### config.mk
export PLATFORM = sky130hd
export DESIGN_NAME = ttp_timer
export DESIGN_NICKNAME = d
export VERILOG_FILES = /design/src/rtl/ttp_pkg.sv /design/src/rtl/ttp_timer.sv
export SDC_FILE = /design/constraint.sdc
export NUM_CORES = 1
export LEC_CHECK = 0
export BUFFER_PORTS_ARGS = -buffer_cell sky130_fd_sc_hd__buf_2
export CAP_MARGIN = 20
export CORE_ASPECT_RATIO = 1.2
export CORE_MARGIN = 2
export CORE_UTILIZATION = 30
export DETAILED_ROUTE_END_ITERATION = 7
export GPL_ROUTABILITY_DRIVEN = 0
export SYNTH_ARGS = -nofsm -noshare
export SYNTH_HDL_FRONTEND = slang
export SYNTH_SLANG_ARGS = --single-unit
### constraint.sdc
create_clock -name clk -period 2.6 [get_ports clk]
set_clock_uncertainty 0.1 [all_clocks]
set_input_delay 0.52 -clock clk [delete_from_list [all_inputs] [get_ports clk]]
set_output_delay 0.52 -clock clk [all_outputs]
set_load 0.03 [all_outputs]
### src/rtl/ttp_pkg.sv
// Package for the tuned timer: constants, modes and carrier structs.
// Assumes a single clock domain and plain-port control from software.
package ttp_pkg;
  localparam int CNT_W = 16;
  localparam logic [2:0] MODE_ONESHOT = 3'h3;
  localparam logic [2:0] MODE_PWM     = 3'h4;
  localparam logic [2:0] MODE_FREERUN = 3'h5;
  localparam logic [3:0] CCS_ALLCMP   = 4'h0;
  localparam logic [1:0] SCCS_ALLCMP  = 2'h0;
  localparam int OPT_OVF_BIT = 0;
  localparam logic [CNT_W-1:0] CNT_ZERO = 16'h0000;
  localparam logic [CNT_W-1:0] CNT_ONE  = 16'h0001;
  localparam logic [CNT_W-1:0] CNT_MAX  = 16'hFFFF;
  localparam logic [1:0] EDGE_NONE = 2'h0;
  localparam logic [1:0] EDGE_RISE = 2'h1;
  localparam logic [1:0] EDGE_FALL = 2'h2;
  localparam logic [1:0] EDGE_BOTH = 2'h3;

  typedef enum logic [2:0] {
    ST_IDLE  = 3'b001,
    ST_DELAY = 3'b010,
    ST_PULSE = 3'b100
  } ttp_shot_e;

  typedef struct packed {
    logic [CNT_W-1:0] masterCycle;
    logic [CNT_W-1:0] masterDuty1;
    logic [CNT_W-1:0] masterDuty2;
    logic [CNT_W-1:0] masterDuty3;
    logic [CNT_W-1:0] slaveDuty0;
    logic [CNT_W-1:0] slaveDuty1;
  } ttp_cmp_s;

  typedef struct packed {
    logic [2:0] masterMode;
    logic [3:0] masterCcs;
    logic [2:0] slaveMode;
    logic [1:0] slaveCcs;
    logic       slaveTuned;
  } ttp_cfg_s;
endpackage

### src/rtl/ttp_timer.sv
// Tuned timer with one-shot pulse, overflow flag and timer-tuned PWM.
// Assumes software drives the control ports synchronous to clk.
//
// Function
// - One-shot: delay second compare, then active for first-second+1 counts.
// - No one-shot pulse when second compare exceeds first compare.
// - Trigger edge select picks trigger edge; separate event edge select.
// - Overflow flag cleared by bit-clear or 8-bit option write bit0 zero.
// - Bit-clear coinciding with overflow leaves flag set.
// - Plain zero write coinciding with overflow clears flag.
// - Master compare zero sets the PWM cycle.
// - Master compares one to three and slave zero, one set duties.
// - Compares rewritable while counting, applied by batch update.
// - Writing master compare one arms the batch update.
// - Armed batch loads all compares at next master cycle match.
// - Master mode field 100 selects PWM output.
// - Master compare select 0000 makes channels one to three compare; channel zero output stays low.
// - Slave tuned bit one makes slave follow master.
// - Master enable one starts tuned pair; zero ends it.
`timescale 1ns/1ps
module ttp_timer (
  input  wire logic                     clk,
  input  wire logic                     reset,
  input  wire logic                     clkEn,
  input  wire ttp_pkg::ttp_cfg_s        cfg,
  input  wire logic                     masterCountEnable,
  input  wire logic                     slaveCountEnable,
  input  wire ttp_pkg::ttp_cmp_s        cmpWrData,
  input  wire logic [5:0]               cmpWrStrobe,
  input  wire logic [15:0]              oneshotCompareFirst,
  input  wire logic [15:0]              oneshotCompareSecond,
  input  wire logic [1:0]               triggerEdgeSel,
  input  wire logic [1:0]               eventEdgeSel,
  input  wire logic                     trigPin,
  input  wire logic                     eventPin,
  input  wire logic                     overflowBitClear,
  input  wire logic                     optionWrite,
  input  wire logic [7:0]               optionWrData,
  output logic                          oneshotOut,
  output logic                          eventDetect,
  output logic                          countOverflowFlag,
  output logic [15:0]                   counterReadBuffer,
  output logic [3:0]                    masterPwmOut,
  output logic [1:0]                    slavePwmOut,
  output logic                          cycleMatchIrq
);
  ttp_pkg::ttp_cmp_s cmpStage_reg;
  ttp_pkg::ttp_cmp_s cmpActive_reg;
  logic              batchArmed_reg;
  logic [15:0]       masterCnt_reg;
  logic [15:0]       slaveCnt_reg;
  logic [15:0]       shotCnt_reg;
  ttp_pkg::ttp_shot_e shot_reg;
  logic [2:0]        trigSync_reg;
  logic [2:0]        evtSync_reg;
  logic              trigLevel_reg;
  logic              evtLevel_reg;

  // Pin synchronisers: a change counts once stages two and three agree
  always_ff @(posedge clk) begin
    if (reset) begin
      trigSync_reg  <= 3'h0;
      evtSync_reg   <= 3'h0;
      trigLevel_reg <= 1'b0;
      evtLevel_reg  <= 1'b0;
    end else if (clkEn) begin
      trigSync_reg <= {trigSync_reg[1:0], trigPin};
      evtSync_reg  <= {evtSync_reg[1:0], eventPin};
      if (trigSync_reg[1] == trigSync_reg[2])
        trigLevel_reg <= trigSync_reg[2];
      if (evtSync_reg[1] == evtSync_reg[2])
        evtLevel_reg <= evtSync_reg[2];
    end
  end

  function automatic logic edgeHit(input logic [1:0] sel, input logic prev,
                                   input logic cur);
    logic rise;
    logic fall;
    rise = !prev && cur;
    fall = prev && !cur;
    case (sel)
      ttp_pkg::EDGE_RISE: edgeHit = rise;
      ttp_pkg::EDGE_FALL: edgeHit = fall;
      ttp_pkg::EDGE_BOTH: edgeHit = rise || fall;
      default:            edgeHit = 1'b0;
    endcase
  endfunction

  wire trigStable = (trigSync_reg[1] == trigSync_reg[2]);
  wire evtStable  = (evtSync_reg[1] == evtSync_reg[2]);
  wire trigFire = trigStable &&
    edgeHit(triggerEdgeSel, trigLevel_reg, trigSync_reg[2]);
  wire evtFire = evtStable &&
    edgeHit(eventEdgeSel, evtLevel_reg, evtSync_reg[2]);

  // One-shot
  wire oneshotMode = (cfg.masterMode == ttp_pkg::MODE_ONESHOT);
  wire shotLegal = (oneshotCompareSecond <= oneshotCompareFirst);
  wire [15:0] activeLen = 16'(oneshotCompareFirst - oneshotCompareSecond);
  ttp_pkg::ttp_shot_e shot_next;
  logic [15:0] shotCnt_next;
  always_comb begin
    shot_next    = shot_reg;
    shotCnt_next = shotCnt_reg;
    case (shot_reg)
      ttp_pkg::ST_IDLE: begin
        if (masterCountEnable && oneshotMode && trigFire && shotLegal) begin
          if (oneshotCompareSecond == ttp_pkg::CNT_ZERO) begin
            shot_next    = ttp_pkg::ST_PULSE;
            shotCnt_next = activeLen;
          end else begin
            shot_next    = ttp_pkg::ST_DELAY;
            shotCnt_next = 16'(oneshotCompareSecond - ttp_pkg::CNT_ONE);
          end
        end
      end
      ttp_pkg::ST_DELAY: begin
        if (shotCnt_reg == ttp_pkg::CNT_ZERO) begin
          shot_next    = ttp_pkg::ST_PULSE;
          shotCnt_next = activeLen;
        end else begin
          shotCnt_next = 16'(shotCnt_reg - ttp_pkg::CNT_ONE);
        end
      end
      ttp_pkg::ST_PULSE: begin
        if (shotCnt_reg == ttp_pkg::CNT_ZERO) begin
          shot_next = ttp_pkg::ST_IDLE;
        end else begin
          shotCnt_next = 16'(shotCnt_reg - ttp_pkg::CNT_ONE);
        end
      end
      default: shot_next = ttp_pkg::ST_IDLE;
    endcase
    if (!masterCountEnable)
      shot_next = ttp_pkg::ST_IDLE;
  end

  // Tuned PWM counters
  wire pwmMode  = (cfg.masterMode == ttp_pkg::MODE_PWM);
  wire allCmp   = (cfg.masterCcs == ttp_pkg::CCS_ALLCMP);
  wire tuned    = cfg.slaveTuned;
  wire cycleHit = masterCountEnable &&
                  (masterCnt_reg == cmpActive_reg.masterCycle);
  wire masterOvf = masterCountEnable && !pwmMode &&
                   (masterCnt_reg == ttp_pkg::CNT_MAX);
  wire slaveRun = tuned ? masterCountEnable : slaveCountEnable;
  wire slaveClr = (tuned && pwmMode) ? cycleHit : 1'b0;
  wire zeroWrite = optionWrite && !optionWrData[ttp_pkg::OPT_OVF_BIT];

  // Overflow flag: bit-clear loses to set, plain write wins over set
  wire ovfFlag_next = zeroWrite ? 1'b0 :
                      masterOvf ? 1'b1 :
                      overflowBitClear ? 1'b0 :
                      countOverflowFlag;

  genvar gi;
  generate
    for (gi = 0; gi < 6; gi++) begin : gStage
      always_ff @(posedge clk) begin
        if (reset)
          cmpStage_reg[gi*16 +: 16] <= ttp_pkg::CNT_ZERO;
        else if (clkEn && cmpWrStrobe[gi])
          cmpStage_reg[gi*16 +: 16] <= cmpWrData[gi*16 +: 16];
      end
    end
  endgenerate

  // Strobe bit 4 is master duty one (struct order, high first)
  wire armWrite = cmpWrStrobe[4];
  wire loadNow  = !masterCountEnable || (batchArmed_reg && cycleHit);

  always_ff @(posedge clk) begin
    if (reset) begin
      cmpActive_reg  <= '0;
      batchArmed_reg <= 1'b0;
      masterCnt_reg  <= ttp_pkg::CNT_ZERO;
      slaveCnt_reg   <= ttp_pkg::CNT_ZERO;
      shot_reg       <= ttp_pkg::ST_IDLE;
      shotCnt_reg    <= ttp_pkg::CNT_ZERO;
      countOverflowFlag <= 1'b0;
      counterReadBuffer <= ttp_pkg::CNT_ZERO;
      oneshotOut     <= 1'b0;
      eventDetect    <= 1'b0;
      masterPwmOut   <= 4'h0;
      slavePwmOut    <= 2'h0;
      cycleMatchIrq  <= 1'b0;
    end else if (clkEn) begin
      if (loadNow)
        cmpActive_reg <= cmpStage_reg;
      if (armWrite)
        batchArmed_reg <= 1'b1;
      else if (batchArmed_reg && cycleHit)
        batchArmed_reg <= 1'b0;
      if (!masterCountEnable)
        masterCnt_reg <= ttp_pkg::CNT_ZERO;
      else if (pwmMode && cycleHit)
        masterCnt_reg <= ttp_pkg::CNT_ZERO;
      else
        masterCnt_reg <= 16'(masterCnt_reg + ttp_pkg::CNT_ONE);
      if (!slaveRun || slaveClr)
        slaveCnt_reg <= ttp_pkg::CNT_ZERO;
      else
        slaveCnt_reg <= 16'(slaveCnt_reg + ttp_pkg::CNT_ONE);
      shot_reg          <= shot_next;
      shotCnt_reg       <= shotCnt_next;
      countOverflowFlag <= ovfFlag_next;
      counterReadBuffer <= masterCnt_reg;
      oneshotOut        <= (shot_next == ttp_pkg::ST_PULSE);
      eventDetect       <= evtFire;
      cycleMatchIrq     <= cycleHit;
      masterPwmOut <= (pwmMode && allCmp && masterCountEnable) ? {
        masterCnt_reg < cmpActive_reg.masterDuty3,
        masterCnt_reg < cmpActive_reg.masterDuty2,
        masterCnt_reg < cmpActive_reg.masterDuty1,
        1'b0} : 4'h0;
      slavePwmOut <= (tuned && slaveRun &&
        cfg.slaveCcs == ttp_pkg::SCCS_ALLCMP) ? {
        slaveCnt_reg < cmpActive_reg.slaveDuty1,
        slaveCnt_reg < cmpActive_reg.slaveDuty0} : 2'h0;
    end
  end

  a_ovf_bitclr_set: assert property (@(posedge clk) disable iff (reset)
    clkEn && masterOvf && overflowBitClear && !zeroWrite
    |=> countOverflowFlag)
    else $error("bit-clear lost an overflow");
  a_ovf_zero_write: assert property (@(posedge clk) disable iff (reset)
    clkEn && zeroWrite |=> !countOverflowFlag)
    else $error("option write did not clear flag");
  a_shot_illegal: assert property (@(posedge clk) disable iff (reset)
    clkEn && shot_reg == ttp_pkg::ST_IDLE && !shotLegal
    |=> shot_reg == ttp_pkg::ST_IDLE)
    else $error("one-shot started with bad compares");
  a_slave_follow: assert property (@(posedge clk) disable iff (reset)
    clkEn && tuned && masterCountEnable && $past(tuned) && $past(clkEn)
    |-> slaveCnt_reg == masterCnt_reg || !$past(masterCountEnable))
    else $error("slave counter left the master");
  a_batch_load: assert property (@(posedge clk) disable iff (reset)
    clkEn && batchArmed_reg && cycleHit && !armWrite
    |=> cmpActive_reg == $past(cmpStage_reg) && !batchArmed_reg)
    else $error("batch update missed");
  a_no_early_load: assert property (@(posedge clk) disable iff (reset)
    clkEn && masterCountEnable && !cycleHit |=> $stable(cmpActive_reg))
    else $error("compares changed mid-cycle");
  a_pwm_cycle: assert property (@(posedge clk) disable iff (reset)
    clkEn && pwmMode && cycleHit |=> masterCnt_reg == ttp_pkg::CNT_ZERO)
    else $error("cycle match did not clear counter");
  a_stop_clear: assert property (@(posedge clk) disable iff (reset)
    clkEn && !masterCountEnable |=> masterCnt_reg == ttp_pkg::CNT_ZERO)
    else $error("stop did not clear counter");
  a_arm_write: assert property (@(posedge clk) disable iff (reset)
    clkEn && armWrite |=> batchArmed_reg)
    else $error("duty one write did not arm");
endmodule

==> flow_metrics.tcl <==
set metrics [dict create \
    cp.required_ps 2940 \
    fmax_ghz 0.398 \
    final_util_pct 38.0 \
    cts_setup_buffers 0 \
    wl_per_cell_microns 15.2 \
    core_sq_mm 0.0461 \
    via_count 12800 \
    fillCellCount 4839 \
    fin_nets 2305 \
    antenna_cells 0 \
    cts_tree "done" \
    dpl.hpwl_mm 30.6 \
    die_area_sq_mm 0.0484 \
    areaGrowthSynthToFinish_pct 24.9 \
    seqPwrFrac_pct 42.9 \
    slowest_stage "or4_4" \
    drc 0 \
    power.switching_uw 2480 \
    switching_share_pct 24.1 \
    grt_use_met1_pct 20.8 \
    crit_family "simple AND/OR/NAND/NOR gates" \
    overflow 0 \
    worstPathMaxFanout 10 \
    yosys_warnings 0 \
    grt_pass1_vias 12300 \
    syn-num-nets 2060 \
    outcome "finished clean" \
    grt_max_degree 121 \
    cts.sinks 277 \
    synth-main-ff-cell "dfxtp_1" \
    min_period_ps 2510 \
    grt_pass1_wl_mm 64.4 \
    synth_cell_types 74 \
    clk_latency_ps 570 \
    io_buffers 182 \
    p_leak_uw 0.00700 \
    use_met2_pct 28.9 \
    start_util_pct 30.4 \
    drtAntennaViolNets 0 \
    drt_iter0_drc 646 \
    cts.path.max_buffers 3 \
    track_usage_pct 16.4 \
    netlist_area_sq_mm 0.0140 \
    syn_inst 1792 \
    grtUsageMet3_pct 2.43 \
    synth_edf_count 0 \
    most-common-layout-cells "455 x nand2_1, 276 x dfxtp_1, 240 x a21oi_1, 181 x buf_2, 117 x buf_4" \
    crit_type "reg -> reg" \
    hold_violations 0 \
    placementRows 86 \
    drv_slew 0 \
    drt_wl_total_mm 40.7 \
    setup_viol 0 \
    cts-root-buf "clkbuf_16" \
    vias_per_cell 4.79 \
    endpoint_kind "flip-flop" \
    finalCritPeriodShare_pct 96.7 \
    antenna_found_initial 1 \
    rsz0062_at_grt "no" \
    ys_ff_latch 277 \
    worst_pin_slew_ps 651 \
    slowest_delay_ps 600 \
    pwr-share-clk_pct 47.0 \
    critPathLaunchType "flip-flop" \
    numCtsBuffers 29 \
    total_power_uw 10300 \
    die_h_microns 241 \
    max_slew_margin_pct 56.6 \
    cp_common_cell "a21o_1" \
    p_comb_share_pct 10.2 \
    powerDensity_mw_per_mm2 588 \
    async_reset_ff_share_pct 0 \
    crit_chain "or4_4 > nor3_2 > a21o_1 > a21o_1 > inv_1 > and3_1 > o21ai_1 > a21oi_1" \
    final_common_cell "nand2_1" \
    min_path_type "in -> reg" \
    maxCapViolations 0 \
    htreeDepth 1 \
    syn_avg_cell_area_sq_um 7.82 \
    dpl_cell_area_sq_mm 0.0163 \
    ys_seq_area_share_pct 39.6 \
    grt-busiest-layer "met2" \
    drive_gt1_share_pct 19.1 \
    worstPathArrival_ps 2860 \
    die_w_microns 201 \
    boundaryPins 194 \
    peakVddDrop_mv 0.486 \
    drt_pre_antenna_iters 5 \
    clk_pin_slew_ps 70 \
    final_cell_area_sq_mm 0.0175 \
    path_buf_inv 1 \
    whs_ps 90.7 \
    power.internal_uw 7820 \
]
worst min-delay path, cell delays in order:
cell	delay, ps
buf_2	100
nand2_1	40
a21oi_1	50
area by class of cell:
class | instances | area, sq um | area share (%)
multi-input combinational | 1313 | 7700 | 44.0
sequential | 277 | 5550 | 31.7
timing repair buffer | 306 | 1940 | 11.1
clock buffer | 37 | 816 | 4.66
tap | 616 | 771 | 4.41
inverter | 110 | 413 | 2.36
clock inverter | 17 | 309 | 1.77
worst paths after layout:
path | from | endpoint | slack [ps] | cells past startpoint
max reg2reg | shotCnt_reg[10]$_SDFFE_PP0P_ | shotCnt_reg[4]$_SDFFE_PP0P_ | 90 | 8
min reg2reg | cmpStage_reg[45]$_SDFFE_PP0P_ | cmpActive_reg[45]$_SDFFE_PP0P_ | 350 | 2
max | shotCnt_reg[10]$_SDFFE_PP0P_ | shotCnt_reg[4]$_SDFFE_PP0P_ | 90 | 8
min | cmpWrData[0] | cmpStage_reg[0]$_SDFFE_PP0P_ | 90 | 3
cells in the mapped netlist, types with 15 or more instances:
cell      count  area [sq um]
ha_1         99          1240
nand3_1      25           125
nand2b_1     15          93.8
buf_2        17          85.1
and3_1       20           125
a21o_1       33           248
clkbuf_1     58           218
xnor2_1      43           377
inv_1       110           413
nor2_1       89           334
mux2i_1      25           250
a21oi_1     241          1210
nor3_1       24           120
nand2_1     456          1710
xor2_1       18           158
o21ai_0      39           195
dfxtp_1     277          5550
power groups by stage:
stage,logic [uW],registers (uW),clock network (uW)
after floorplan,599,4490,0
after global placement,1030,4500,0
after detailed placement,1040,4510,0
after CTS,1050,4410,4950
after global routing,1160,4420,5110
final,1050,4410,4830
logic make-up (layout without fill, tap and decap cells):
family | after synthesis | in the layout | synth area share (%)
mux | 25 | 25 | 1.79
other cells | 1 | 1 | 0.0268
buf+inv | 202 | 470 | 5.83
compound gates | 427 | 427 | 18.2
fa+ha+maj | 100 | 100 | 8.99
xor+xnor | 61 | 61 | 3.81
flops | 277 | 277 | 39.6
simple gates | 699 | 699 | 21.8
layer usage:
| metal | vias up | part of all wire, % | routed length [microns] |
|---|---|---|---|
| li1 | 6529 | - | - |
| met1 | 5948 | 45 | 18200 |
| met2 | 273 | 48 | 19500 |
| met3 | 60 | 4.9 | 2010 |
| met4 | 2 | 2.4 | 984 |
| met5 | - | 0.032 | 13 |
repair_timing:
item / CTS / global route
hold buffers: 0 / 0
hold endpoints to repair: 0 / 0
resized for setup: 0 / 6
setup endpoints to repair: 0 / 84
stage by stage:
stage	worst slack [ps]	std cells	TNS (ps)
2_1_floorplan	11.4	1792	0
3_3_place_gp	-268	2622	-3770
3_5_place_dp	-340	2622	-5180
4_1_cts	66.8	2676	0
5_1_grt	14.8	2676	0
6_report	85.7	2676	0
Note: power is estimated with default switching activity, not from simulation.
